<file path="config.mk">
export PLATFORM = sky130hd
export DESIGN_NAME = pfs_top
export DESIGN_NICKNAME = d
export VERILOG_FILES = /design/src/shared/pfs_pkg.sv /design/src/hw/pfs_axil.sv /design/src/hw/pfs_sync.sv /design/src/hw/pfs_top.sv
export VERILOG_INCLUDE_DIRS = /design/src /design/src/shared
export SDC_FILE = /design/constraint.sdc
export NUM_CORES = 1
export LEC_CHECK = 0
export BUFFER_PORTS_ARGS = -buffer_cell sky130_fd_sc_hd__buf_2
export CAP_MARGIN = 10
export CORE_MARGIN = 1.5
export CORE_UTILIZATION = 53
export CTS_CLUSTER_DIAMETER = 150
export DETAILED_ROUTE_END_ITERATION = 8
export GPL_ROUTABILITY_DRIVEN = 1
export PLACE_DENSITY = 0.85
export SLEW_MARGIN = 10
export SYNTH_ARGS = -nofsm -noshare
export SYNTH_HDL_FRONTEND = slang
export SYNTH_SLANG_ARGS = --single-unit
</file>
<file path="constraint.sdc">
create_clock -name aclk -period 4.2 [get_ports aclk]
set_input_delay 0.63 -clock aclk [delete_from_list [all_inputs] [get_ports aclk]]
set_output_delay 0.63 -clock aclk [all_outputs]
set_load 0.01 [all_outputs]
</file>
<file path="src/shared/pfs_map.svh">
// Register offsets, field positions and reset values for the pin function select block
`ifndef PFS_MAP_SVH
`define PFS_MAP_SVH
`define PFS_OFF_P1_DIR 8'h00
`define PFS_OFF_P1_SEL 8'h04
`define PFS_OFF_P2_DIR 8'h08
`define PFS_OFF_P2_SEL 8'h0C
`define PFS_OFF_AEN 8'h10
`define PFS_OFF_MODE 8'h14
`define PFS_OFF_IN 8'h18
`define PFS_OFF_OE 8'h1C
`define PFS_RST_P1 8'h00
`define PFS_RST_P2_DIR 8'h00
`define PFS_RST_P2_SEL 8'h40
`define PFS_RST_AEN 8'h00
`define PFS_RST_MODE 2'h0
`define PFS_MODE_TEST 0
`define PFS_MODE_ROSC 1
`define PFS_P1_PIN 7
`define PFS_RESP_OKAY 2'h0
`define PFS_RESP_SLVERR 2'h2
`endif

</file>
<file path="src/shared/pfs_pkg.sv">
// Types shared by the pin function select block
`default_nettype none
package pfs_pkg;
    // Function chosen per pin, for visibility only
    typedef enum logic [2:0] {
        PFS_FN_GPIO = 3'h0,
        PFS_FN_PERIPH = 3'h1,
        PFS_FN_ANALOG = 3'h3,
        PFS_FN_OVERRIDE = 3'h2
    } pfs_fn_t;
endpackage : pfs_pkg
`default_nettype wire

</file>
<file path="src/hw/pfs_axil.sv">
// AXI4-Lite slave holding the pin control registers
`timescale 1ns/100ps
`default_nettype none
`include "pfs_map.svh"
module pfs_axil (
    // Clock and reset
    input wire logic aclk,
    input wire logic aresetn,
    // Write address and data
    input wire logic [7:0] s_awaddr,
    input wire logic s_awvalid,
    output logic s_awready,
    input wire logic [31:0] s_wdata,
    input wire logic [3:0] s_wstrb,
    input wire logic s_wvalid,
    output logic s_wready,
    // Write response
    output logic [1:0] s_bresp,
    output logic s_bvalid,
    input wire logic s_bready,
    // Read address and data
    input wire logic [7:0] s_araddr,
    input wire logic s_arvalid,
    output logic s_arready,
    output logic [31:0] s_rdata,
    output logic [1:0] s_rresp,
    output logic s_rvalid,
    input wire logic s_rready,
    // Control bits
    output logic [7:0] p1_dir,
    output logic [7:0] p1_sel,
    output logic [7:0] p2_dir,
    output logic [7:0] p2_sel,
    output logic [7:0] aen,
    output logic [1:0] mode,
    // Status from the pin logic
    input wire logic [7:0] pin_in_stat,
    input wire logic [7:0] pin_oe_stat
);
    logic aw_have_q, w_have_q;
    logic [7:0] awaddr_q;
    logic [31:0] wdata_q;
    logic [3:0] wstrb_q;
    logic [7:0] p1d_q, p1s_q, p2d_q, p2s_q, aen_q;
    logic [1:0] mode_q;
    logic bvalid_q, rvalid_q;
    logic [1:0] bresp_q, rresp_q;
    logic [31:0] rdata_q;
    // Accept each channel once, hold until response drains
    assign s_awready = !aw_have_q && !bvalid_q;
    assign s_wready = !w_have_q && !bvalid_q;
    assign s_arready = !rvalid_q;
    wire do_write = aw_have_q && w_have_q && !bvalid_q;
    wire wr_hit = (awaddr_q == `PFS_OFF_P1_DIR) || (awaddr_q == `PFS_OFF_P1_SEL)
        || (awaddr_q == `PFS_OFF_P2_DIR) || (awaddr_q == `PFS_OFF_P2_SEL)
        || (awaddr_q == `PFS_OFF_AEN) || (awaddr_q == `PFS_OFF_MODE);
    wire wr_lane0 = do_write && wstrb_q[0];
    wire [31:0] rd_mux =
        (s_araddr == `PFS_OFF_P1_DIR) ? {24'h000000, p1d_q} :
        (s_araddr == `PFS_OFF_P1_SEL) ? {24'h000000, p1s_q} :
        (s_araddr == `PFS_OFF_P2_DIR) ? {24'h000000, p2d_q} :
        (s_araddr == `PFS_OFF_P2_SEL) ? {24'h000000, p2s_q} :
        (s_araddr == `PFS_OFF_AEN) ? {24'h000000, aen_q} :
        (s_araddr == `PFS_OFF_MODE) ? {30'h00000000, mode_q} :
        (s_araddr == `PFS_OFF_IN) ? {24'h000000, pin_in_stat} :
        (s_araddr == `PFS_OFF_OE) ? {24'h000000, pin_oe_stat} : 32'h00000000;
    wire rd_hit = (s_araddr[7:5] == 3'h0) && (s_araddr[1:0] == 2'h0);
    // Write channel capture and register update
    always_ff @(posedge aclk) begin
        if (!aresetn) begin
            aw_have_q <= 1'b0;
            w_have_q <= 1'b0;
            awaddr_q <= 8'h00;
            wdata_q <= 32'h00000000;
            wstrb_q <= 4'h0;
            bvalid_q <= 1'b0;
            bresp_q <= `PFS_RESP_OKAY;
        end else begin
            if (s_awvalid && s_awready) begin
                aw_have_q <= 1'b1;
                awaddr_q <= s_awaddr;
            end
            if (s_wvalid && s_wready) begin
                w_have_q <= 1'b1;
                wdata_q <= s_wdata;
                wstrb_q <= s_wstrb;
            end
            if (do_write) begin
                aw_have_q <= 1'b0;
                w_have_q <= 1'b0;
                bvalid_q <= 1'b1;
                bresp_q <= wr_hit ? `PFS_RESP_OKAY : `PFS_RESP_SLVERR;
            end else if (bvalid_q && s_bready) begin
                bvalid_q <= 1'b0;
            end
        end
    end
    // Control registers, reset defaults all clear except P2 select bit 6 (P2.6 crystal)
    always_ff @(posedge aclk) begin
        if (!aresetn) begin
            p1d_q <= `PFS_RST_P1;
            p1s_q <= `PFS_RST_P1;
            p2d_q <= `PFS_RST_P2_DIR;
            p2s_q <= `PFS_RST_P2_SEL;
            aen_q <= `PFS_RST_AEN;
            mode_q <= `PFS_RST_MODE;
        end else if (wr_lane0) begin
            if (awaddr_q == `PFS_OFF_P1_DIR) p1d_q <= wdata_q[7:0];
            if (awaddr_q == `PFS_OFF_P1_SEL) p1s_q <= wdata_q[7:0];
            if (awaddr_q == `PFS_OFF_P2_DIR) p2d_q <= wdata_q[7:0];
            if (awaddr_q == `PFS_OFF_P2_SEL) p2s_q <= wdata_q[7:0];
            if (awaddr_q == `PFS_OFF_AEN) aen_q <= wdata_q[7:0];
            if (awaddr_q == `PFS_OFF_MODE) mode_q <= wdata_q[1:0];
        end
    end
    // Read channel, one cycle after the address
    always_ff @(posedge aclk) begin
        if (!aresetn) begin
            rvalid_q <= 1'b0;
            rdata_q <= 32'h00000000;
            rresp_q <= `PFS_RESP_OKAY;
        end else if (s_arvalid && s_arready) begin
            rvalid_q <= 1'b1;
            rdata_q <= rd_mux;
            rresp_q <= rd_hit ? `PFS_RESP_OKAY : `PFS_RESP_SLVERR;
        end else if (rvalid_q && s_rready) begin
            rvalid_q <= 1'b0;
        end
    end
    assign s_bvalid = bvalid_q;
    assign s_bresp = bresp_q;
    assign s_rvalid = rvalid_q;
    assign s_rdata = rdata_q;
    assign s_rresp = rresp_q;
    assign p1_dir = p1d_q;
    assign p1_sel = p1s_q;
    assign p2_dir = p2d_q;
    assign p2_sel = p2s_q;
    assign aen = aen_q;
    assign mode = mode_q;
endmodule : pfs_axil
`default_nettype wire

</file>
<file path="src/hw/pfs_sync.sv">
// Three-stage synchroniser that changes once stages two and three agree
`timescale 1ns/100ps
`default_nettype none
module pfs_sync #(
    parameter int WIDTH = 8
) (
    // Clock and reset
    input wire logic aclk,
    input wire logic aresetn,
    // Data
    input wire logic [WIDTH-1:0] async_in,
    output logic [WIDTH-1:0] sync_out
);
    // Refuse a zero-width instance at elaboration
    if (WIDTH < 1) begin : g_bad_width
        $error("pfs_sync width must be positive");
    end
    logic [WIDTH-1:0] s1_q;
    logic [WIDTH-1:0] s2_q;
    logic [WIDTH-1:0] s3_q;
    logic [WIDTH-1:0] out_q;
    wire [WIDTH-1:0] agree = ~(s2_q ^ s3_q);
    // Stage one feeds only stage two
    always_ff @(posedge aclk) begin
        if (!aresetn) begin
            s1_q <= '0;
            s2_q <= '0;
            s3_q <= '0;
            out_q <= '0;
        end else begin
            s1_q <= async_in;
            s2_q <= s1_q;
            s3_q <= s2_q;
            out_q <= (agree & s3_q) | (~agree & out_q);
        end
    end
    assign sync_out = out_q;
endmodule : pfs_sync
`default_nettype wire

</file>
<file path="src/hw/pfs_top.sv">
// Pin function multiplexer for port 1 bit 7 and port 2 bits 0 to 6
// Summary of operation
// - P1.7: select clear is GPIO by direction; direction and select drive timer output 2.
// - Test-port active hands P1.7 to test data out/in, ignoring direction and select.
// - After reset all covered pins but P2.6 are GPIO with direction, select, analog cleared; P2.6 select is set.
// - P2.0: direction and select output auxiliary clock; analog enable gives channel 0.
// - P2.2: capture input 0 alt, timer output 0, or analog channel 2.
// - P2.1: timer inverted clock in, sub-main clock out, or analog channel 1.
// - P2.3: capture input 1 alt, timer output 1, or channel 3/negative reference.
// - P2.4: timer output 2 when selected output; analog gives channel 4/positive reference.
// - Analog enable kills that pin's output driver and input Schmitt buffer.
// - P2.5: selected output ties to ground; resistor-oscillator mode overrides all.
// - P2.6: select clear is GPIO, select set is crystal input; crystal is default.
//
// The implementer's own choices: the register addresses and register access over AXI4-Lite.
`timescale 1ns/100ps
`default_nettype none
`include "pfs_map.svh"
module pfs_top (
    // Clock and reset
    input wire logic aclk,
    input wire logic aresetn,
    // AXI4-Lite write address and data
    input wire logic [7:0] s_awaddr,
    input wire logic s_awvalid,
    output logic s_awready,
    input wire logic [31:0] s_wdata,
    input wire logic [3:0] s_wstrb,
    input wire logic s_wvalid,
    output logic s_wready,
    // AXI4-Lite write response
    output logic [1:0] s_bresp,
    output logic s_bvalid,
    input wire logic s_bready,
    // AXI4-Lite read
    input wire logic [7:0] s_araddr,
    input wire logic s_arvalid,
    output logic s_arready,
    output logic [31:0] s_rdata,
    output logic [1:0] s_rresp,
    output logic s_rvalid,
    input wire logic s_rready,
    // Pins: index 0 is P1.7, indices 1..7 are P2.0..P2.6
    input wire logic [7:0] pin_i,
    output logic [7:0] pin_o,
    output logic [7:0] pin_oe,
    // General purpose output data and synchronised input data
    input wire logic [7:0] gpio_out,
    output logic [7:0] gpio_in,
    // Test port
    input wire logic test_port_active,
    input wire logic test_data_out,
    input wire logic test_data_oe,
    output logic test_data_in,
    // Timer unit
    input wire logic [2:0] first_timer_unit_out,
    output logic capture_input0_alt,
    output logic capture_input1_alt,
    output logic timer_inverted_clock_in,
    // Clocks
    input wire logic aux_clock,
    input wire logic sub_main_clock,
    output logic crystal_input,
    output logic crystal_input_en,
    output logic osc_resistor_en,
    // Analog switches per pin
    output logic [7:0] analog_switch_en,
    output logic [7:0] schmitt_en,
    // Function status per pin
    output pfs_pkg::pfs_fn_t [7:0] pin_function
);
    ////////////////////////////////////////////////////////////////////////////////
    // Register slave
    logic [7:0] p1_dir, p1_sel, p2_dir, p2_sel, aen;
    logic [1:0] mode;
    logic [7:0] sync_in;
    logic [7:0] stat_oe;
    pfs_axil u_regs (
        .aclk(aclk),
        .aresetn(aresetn),
        .s_awaddr(s_awaddr),
        .s_awvalid(s_awvalid),
        .s_awready(s_awready),
        .s_wdata(s_wdata),
        .s_wstrb(s_wstrb),
        .s_wvalid(s_wvalid),
        .s_wready(s_wready),
        .s_bresp(s_bresp),
        .s_bvalid(s_bvalid),
        .s_bready(s_bready),
        .s_araddr(s_araddr),
        .s_arvalid(s_arvalid),
        .s_arready(s_arready),
        .s_rdata(s_rdata),
        .s_rresp(s_rresp),
        .s_rvalid(s_rvalid),
        .s_rready(s_rready),
        .p1_dir(p1_dir),
        .p1_sel(p1_sel),
        .p2_dir(p2_dir),
        .p2_sel(p2_sel),
        .aen(aen),
        .mode(mode),
        .pin_in_stat(sync_in),
        .pin_oe_stat(stat_oe)
    );
    ////////////////////////////////////////////////////////////////////////////////
    // Per-pin control vectors gathered into pin order
    wire [7:0] dir_v = {p2_dir[6:0], p1_dir[`PFS_P1_PIN]};
    wire [7:0] sel_v = {p2_sel[6:0], p1_sel[`PFS_P1_PIN]};
    // Analog only exists on P2.0..P2.4; others never switch to the converter
    wire [7:0] ana_v = {2'h0, aen[4:0], 1'b0};
    wire test_mode = mode[`PFS_MODE_TEST] | test_port_active;
    wire rosc_mode = mode[`PFS_MODE_ROSC];
    ////////////////////////////////////////////////////////////////////////////////
    // Peripheral output per pin when selected as output
    wire [7:0] periph_val = {
        1'b0,                    // P2.6 crystal, no digital output
        1'b0,                    // P2.5 ties to digital ground
        first_timer_unit_out[2], // P2.4
        first_timer_unit_out[1], // P2.3
        first_timer_unit_out[0], // P2.2
        sub_main_clock,          // P2.1
        aux_clock,               // P2.0
        first_timer_unit_out[2]  // P1.7
    };
    // Pins whose selected function may drive with direction 1
    // P2.5 drives its ground level, P2.6 crystal never drives
    wire [7:0] periph_can_drive = 8'h7F;
    ////////////////////////////////////////////////////////////////////////////////
    // Per-pin override flags
    wire [7:0] ovr_v = {sel_v[7], rosc_mode, 5'h00, test_mode};
    ////////////////////////////////////////////////////////////////////////////////
    // Output enable and value per pin, analog first, then overrides
    logic [7:0] oe_v;
    logic [7:0] val_v;
    genvar gi;
    generate
        for (gi = 0; gi < 8; gi++) begin : g_pin
            wire sel_out = sel_v[gi] & dir_v[gi] & periph_can_drive[gi];
            wire gp_oe = ~sel_v[gi] & dir_v[gi];
            // Analog kills the driver whatever else is set
            assign oe_v[gi] = ana_v[gi] ? 1'b0 :
                ovr_v[gi] ? ((gi == 0) ? test_data_oe : 1'b0) :
                (sel_out | gp_oe);
            assign val_v[gi] = (ovr_v[gi] && gi == 0) ? test_data_out :
                sel_v[gi] ? periph_val[gi] : gpio_out[gi];
            assign schmitt_en[gi] = ~ana_v[gi];
            assign analog_switch_en[gi] = ana_v[gi];
            assign pin_function[gi] = ana_v[gi] ? pfs_pkg::PFS_FN_ANALOG :
                ovr_v[gi] ? pfs_pkg::PFS_FN_OVERRIDE :
                sel_v[gi] ? pfs_pkg::PFS_FN_PERIPH : pfs_pkg::PFS_FN_GPIO;
        end
    endgenerate
    // Test port takes P1.7 regardless of direction and select
    assign pin_oe = oe_v;
    assign stat_oe = oe_v;
    ////////////////////////////////////////////////////////////////////////////////
    // Output value registered so data outputs come from flip-flops
    logic [7:0] pin_o_q;
    always_ff @(posedge aclk) begin
        if (!aresetn) begin
            pin_o_q <= 8'h00;
        end else begin
            pin_o_q <= val_v;
        end
    end
    assign pin_o = pin_o_q;
    ////////////////////////////////////////////////////////////////////////////////
    // Input path: pins are asynchronous, gated by the Schmitt enable
    pfs_sync #(.WIDTH(8)) u_sync (
        .aclk(aclk),
        .aresetn(aresetn),
        .async_in(pin_i & schmitt_en),
        .sync_out(sync_in)
    );
    assign gpio_in = sync_in;
    ////////////////////////////////////////////////////////////////////////////////
    // Inputs routed to peripherals; zero when not selected as input
    wire in_sel_1 = sel_v[2] & ~dir_v[2] & ~ana_v[2];
    wire in_sel_2 = sel_v[3] & ~dir_v[3] & ~ana_v[3];
    wire in_sel_3 = sel_v[4] & ~dir_v[4] & ~ana_v[4];
    logic cap0_q, cap1_q, tclk_q, tdi_q;
    always_ff @(posedge aclk) begin
        if (!aresetn) begin
            cap0_q <= 1'b0;
            cap1_q <= 1'b0;
            tclk_q <= 1'b0;
            tdi_q <= 1'b0;
        end else begin
            tclk_q <= in_sel_1 & sync_in[2];
            cap0_q <= in_sel_2 & sync_in[3];
            cap1_q <= in_sel_3 & sync_in[4];
            tdi_q <= test_mode & sync_in[0];
        end
    end
    assign timer_inverted_clock_in = tclk_q;
    assign capture_input0_alt = cap0_q;
    assign capture_input1_alt = cap1_q;
    assign test_data_in = tdi_q;
    ////////////////////////////////////////////////////////////////////////////////
    // Oscillator connections
    assign osc_resistor_en = rosc_mode;
    assign crystal_input_en = sel_v[7];
    assign crystal_input = pin_i[7] & sel_v[7];
endmodule : pfs_top
`default_nettype wire

</file>
* After elaboration in Yosys (flattened, before gate mapping)
Cells that the tools add are included.
Operators by class: add/sub/neg operators 0, $mul 0, divide/modulo/power cells 0, magnitude comparators 0, eq/ne operators 12, shift-type cells 0, mux-type cells 44, bitwise logic cells 58, reductions and logical operators 35
Operators with widths (number):
- two-way mux 32 bit | 7
- == test 8 x 5 -> 1 bit, second input constant | 6
- == test 8 x 4 -> 1 bit, second input constant | 4
- AND 1 bit | 26
- two-way mux 1 bit | 26
- AND 8 bit | 3
- two-way mux 2 bit | 10
- NOT 1 bit | 17
- == test 8 x 3 -> 1 bit, second input constant | 2
- zero test 8 bit | 2
- NOT 8 bit | 2
- AND reduction 2 bit | 6
- logical AND 1 bit | 11
- two-way mux 8 bit | 1
- bitwise OR 1 bit | 8
- bitwise OR 8 bit | 1
- XOR 8 bit | 1
- OR reduction 2 bit | 3
- logical OR 1 bit | 5
- zero test 1 bit | 4
- nonzero test 2 bit | 2
- zero test 3 bit | 1
- zero test 2 bit | 1
Word-level totals: bits in registers 143, bits in latches 0, RAM bits 0, ROM bits 0, output and inout bits 112, memories 0

* Longest topological paths before layout
word-level depth 12, mapped depth 7, gate-level depth less buffers 4

* Hierarchy
Synthesis repeated with hierarchy kept, for this count alone.
Unflattened totals: cell total of the unflattened synthesis 588, area, all modules 5149.9 um^2
By module, submodules not included:
- pfs_axil | times used 1, cells an instance 414, area each 3418.3 um^2, seq. area each 1461.4 um^2
- pfs_sync | times used 1, cells an instance 83, area each 960.9 um^2, seq. area each 640.6 um^2
- pfs_top | times used 1, cells an instance 91, area each 770.7 um^2, seq. area each 240.2 um^2

* Least setup slack after synthesis
No wires, ideal clock.
path kind input to register, start point input port s_araddr[2], end point register u_regs.rdata_q[0] (netlist: u_regs.s_rdata[0]), arrival 1.797 ns, data required time 4.069 ns, slack 2.273 ns, stages 6, buffers on the path 3, cells stage by stage clkbuf_1 clkbuf_1 clkbuf_1 o2bb2ai_1 o31ai_1 o22ai_1
On the way: cells in the longest elaborated chain, start to end 9, elaborated cells between the ends (all ways) 16, those cells by class eq/ne (7); mux (8); reduce/logical (1)
Ends and longest elaborated chain:
- from (decl) | line pfs_top.sv:36 | input wire logic [7:0] s_araddr,
- == test 8 x 5 -> 1 bit (no source line)
- two-way mux 8 bit | line pfs_axil.sv:66 | (s_araddr == `PFS_OFF_OE) ? {24'h000000, pin_oe_stat} : 32'h00000000;
- two-way mux 32 bit | line pfs_axil.sv:65 | (s_araddr == `PFS_OFF_IN) ? {24'h000000, pin_in_stat} :
- two-way mux 32 bit | line pfs_axil.sv:64 | (s_araddr == `PFS_OFF_MODE) ? {30'h00000000, mode_q} :
- two-way mux 32 bit | line pfs_axil.sv:63 | (s_araddr == `PFS_OFF_AEN) ? {24'h000000, aen_q} :
- two-way mux 32 bit | line pfs_axil.sv:62 | (s_araddr == `PFS_OFF_P2_SEL) ? {24'h000000, p2s_q} :
- two-way mux 32 bit | line pfs_axil.sv:61 | (s_araddr == `PFS_OFF_P2_DIR) ? {24'h000000, p2d_q} :
- two-way mux 32 bit | line pfs_axil.sv:60 | (s_araddr == `PFS_OFF_P1_SEL) ? {24'h000000, p1s_q} :
- two-way mux 32 bit * | line pfs_axil.sv:59 | (s_araddr == `PFS_OFF_P1_DIR) ? {24'h000000, p1d_q} :
- to (signal assigned) | line pfs_axil.sv:124 | rdata_q <= rd_mux;
- to (decl) | line pfs_axil.sv:48 | logic [31:0] rdata_q;
Mark *: on every way between the ends. The rest lies on a longest branch, timed or not. A chain may end at the register's enable or synchronous reset.

* Worst setup path after layout
start point register u_regs.mode_q[0] (netlist: u_regs.mode[0]), end point output port pin_oe[0]
On the way: cells in the longest elaborated chain, start to end 2
Ends and longest elaborated chain:
- from (decl) | line pfs_axil.sv:45 | logic [1:0] mode_q;
- from (signal assigned) | line pfs_axil.sv:106 | mode_q <= `PFS_RST_MODE;
- from (signal assigned) | line pfs_axil.sv:113 | if (awaddr_q == `PFS_OFF_MODE) mode_q <= wdata_q[1:0];
- bitwise OR 1 bit | line pfs_top.sv:113 | wire test_mode = mode[`PFS_MODE_TEST] | test_port_active;
- two-way mux 1 bit | line pfs_top.sv:144 | ovr_v[gi] ? ((gi == 0) ? test_data_oe : 1'b0) :
- to (decl) | line pfs_top.sv:46 | output logic [7:0] pin_oe,
Every way passes these cells.

==> reports/results.ini <==
[status]
status=completed

[floorplan]
initial_utilization_pct=54.1
dieArea_sq_um=10500
die_x_um=102
core_area_sq_um=9680
ios=195
std_cell_rows=36
die_y_um=102

[critical_path]
crit_fanout=5
cp_cell_sequence=or3b_2 -> nand2_1 -> buf_2
arrival_ps=1580
reg2reg_depth=4
r2r_slack_ps=2150
endpoint_kind=output port
required_ps=3570
crit_buf_inv=1
cp.depth=3
cp_slowest_cell=or3b_2
slowest_delay_ps=500
worstSetupStartpointType=flop
cp_top_family=simple AND/OR/NAND/NOR gates
path_class=reg -> out

[timing]
finClkSkew_ps=9.24
maxClockFrequency_mhz=453
finalSetupTns_ps=0
finalSetupViolCount=0
post-route-period-util_pct=52.6
rsz0062_at_grt=false
relSlewSlack_pct=33.4
hold_viol_final=0
min_period_ps=2210
finalHoldWorstSlack_ps=318
worst_pin_slew_ps=997
final_max_slew_viol_count=0

[routing]
num_vias=4667
drt-initial-drc-count=295
wire_per_inst_um=15.5
drc_errors=0
postRouteAntennaNets=0
routed_wirelength_um=13200
drt_first_pass_iters=5
viasPerCell=5.48

[grt]
met3_usage_pct=6.91
grt_pass1_wl_um=20100
top_usage_layer=met2
use_met1_pct=30.0
grt_overflow=0
antenna_found_initial=0
grt.total_usage_pct=25.1
grt_pass1_vias=4208
grt_max_degree=72
grtUsageMet2_pct=41.8

[yosys]
postSynthCellCount=610
yosysWarnings=0
yosysSeqAreaShare_pct=44.7
syn-mean-instance-area_sq_um=8.59
synth_cell_types=50
synth-seq-cells=117
synth-main-ff-cell=dfxtp_1
synth-async-reset-ratio_pct=0
synth_edf_count=0
synthesis.area_sq_um=5240

[pwr]
vdd_drop_max_mv=0.245
power.leakage_nw=2.79
power.density_nw_per_um2=438

[clock_tree]
cts_sinks=117
postCtsSetupBuffers=0
cts_made_buffers=17
clk_latency_ps=520
cts.repair.resized=0
cts_hold_buf=0
clkSlewWorstSetupHoldPaths_ps=50
ctsLongestPathBuffers=2
ctsHtreeMaxLevel=4
cts_tree=done
cts_root_buf=clkbuf_8

[layout]
areaGrowthSynthToFinish_pct=18.4
drive_above_1_share_pct=23.8
layout_commonest_cell=buf_2
final_cell_mix=buf_2, dfxtp_1, nand2_1
final_nets=790
antenna_cells=0

[min_path]
hold_depth=2
worstHoldPathType=in -> reg

[flow_run]
maxCapViolCount=0

[place]
gp_congestion=0.954
port_buffers=126
dp_hpwl_um=8980

cells in the mapped netlist, drive strengths merged (7+ instances only):
library cell  number  area, sq um
a211oi             8         60.1
a21oi             53          265
and2              24          150
and3               7         43.8
buf               61          450
clkbuf            27          101
dfxtp            117         2340
inv               16         60.1
mux2i             40          400
nand2             94          358
nand2b             9         56.3
nand3             23          120
nor2              21         78.8
nor2b             12         75.1
o21ai             35          183
cells by family after synthesis:
logic type      after synthesis  synth area share, %
flops                       117                 44.7
simple gates                224                 22.0
mux                          40                 7.64
compound gates              123                 13.8
buf+inv                     104                 11.7
other cells                   2                0.143
area by class of cell:
cell class	instances	area (sq um)
Inverter	16	60.1
Fill cell	815	3480
Tap cell	133	166
Sequential cell	117	2340
Clock buffer	22	463
Multi-Input combinational cell	428	2430
Clock inverter	9	103
Timing Repair Buffer	127	638
through the flow:
stage                     setup WS [ps]  util, %  power [W]  std cells  cell area, sq um
after floorplan                    2270        -    0.00135        649              5380
after global placement             1930     58.2    0.00137        821              5640
after detailed placement           1870     58.2    0.00138        821              5640
after CTS                          2000     64.0    0.00273        852              6200
after global routing               1930     64.0    0.00281        852              6200
final                              1990     64.0    0.00272        852              6200
registers in the layout, indices dropped and copies added (netlist names), 2 cells and up, named ones only:
| register | cells |
|---|---|
| pin_o | 8 |
| u_regs.p2_sel | 8 |
| u_sync.s2_q | 8 |
| u_regs.mode | 2 |
| u_regs.p2_dir | 8 |
| u_regs.wdata_q | 8 |
| u_regs.aen | 8 |
| u_regs.s_rdata | 8 |
| u_regs.p1_dir | 8 |
| u_regs.p1_sel | 8 |
| u_sync.s1_q | 8 |
| u_regs.awaddr_q | 8 |
| u_sync.s3_q | 8 |
layer usage:
metal,vias to the layer above,wire length [um]
li1,2197,-
met1,2178,5340
met2,249,6300
met3,43,1090
met4,0,446
met5,-,0
worst paths after layout:
check,from,to
max reg2reg,u_regs.awaddr_q[1],u_regs.p2_sel[0]
min,pin_i[0],u_sync.s1_q[0]
min reg2reg,u_sync.s1_q[7],u_sync.s2_q[7]
max,u_regs.mode[0],pin_oe[0]
power breakdown:
part / total (W) / internal [W] / switching (W) / leakage (nW)
Sequential: 0.00117 / 0.00114 / 0.0000241 / 0.953
Clock: 0.00136 / 0.000881 / 0.000478 / 0.273
Combinational: 0.000192 / 0.0000664 / 0.000125 / 1.56
Power figures use the tool's default switching activity.
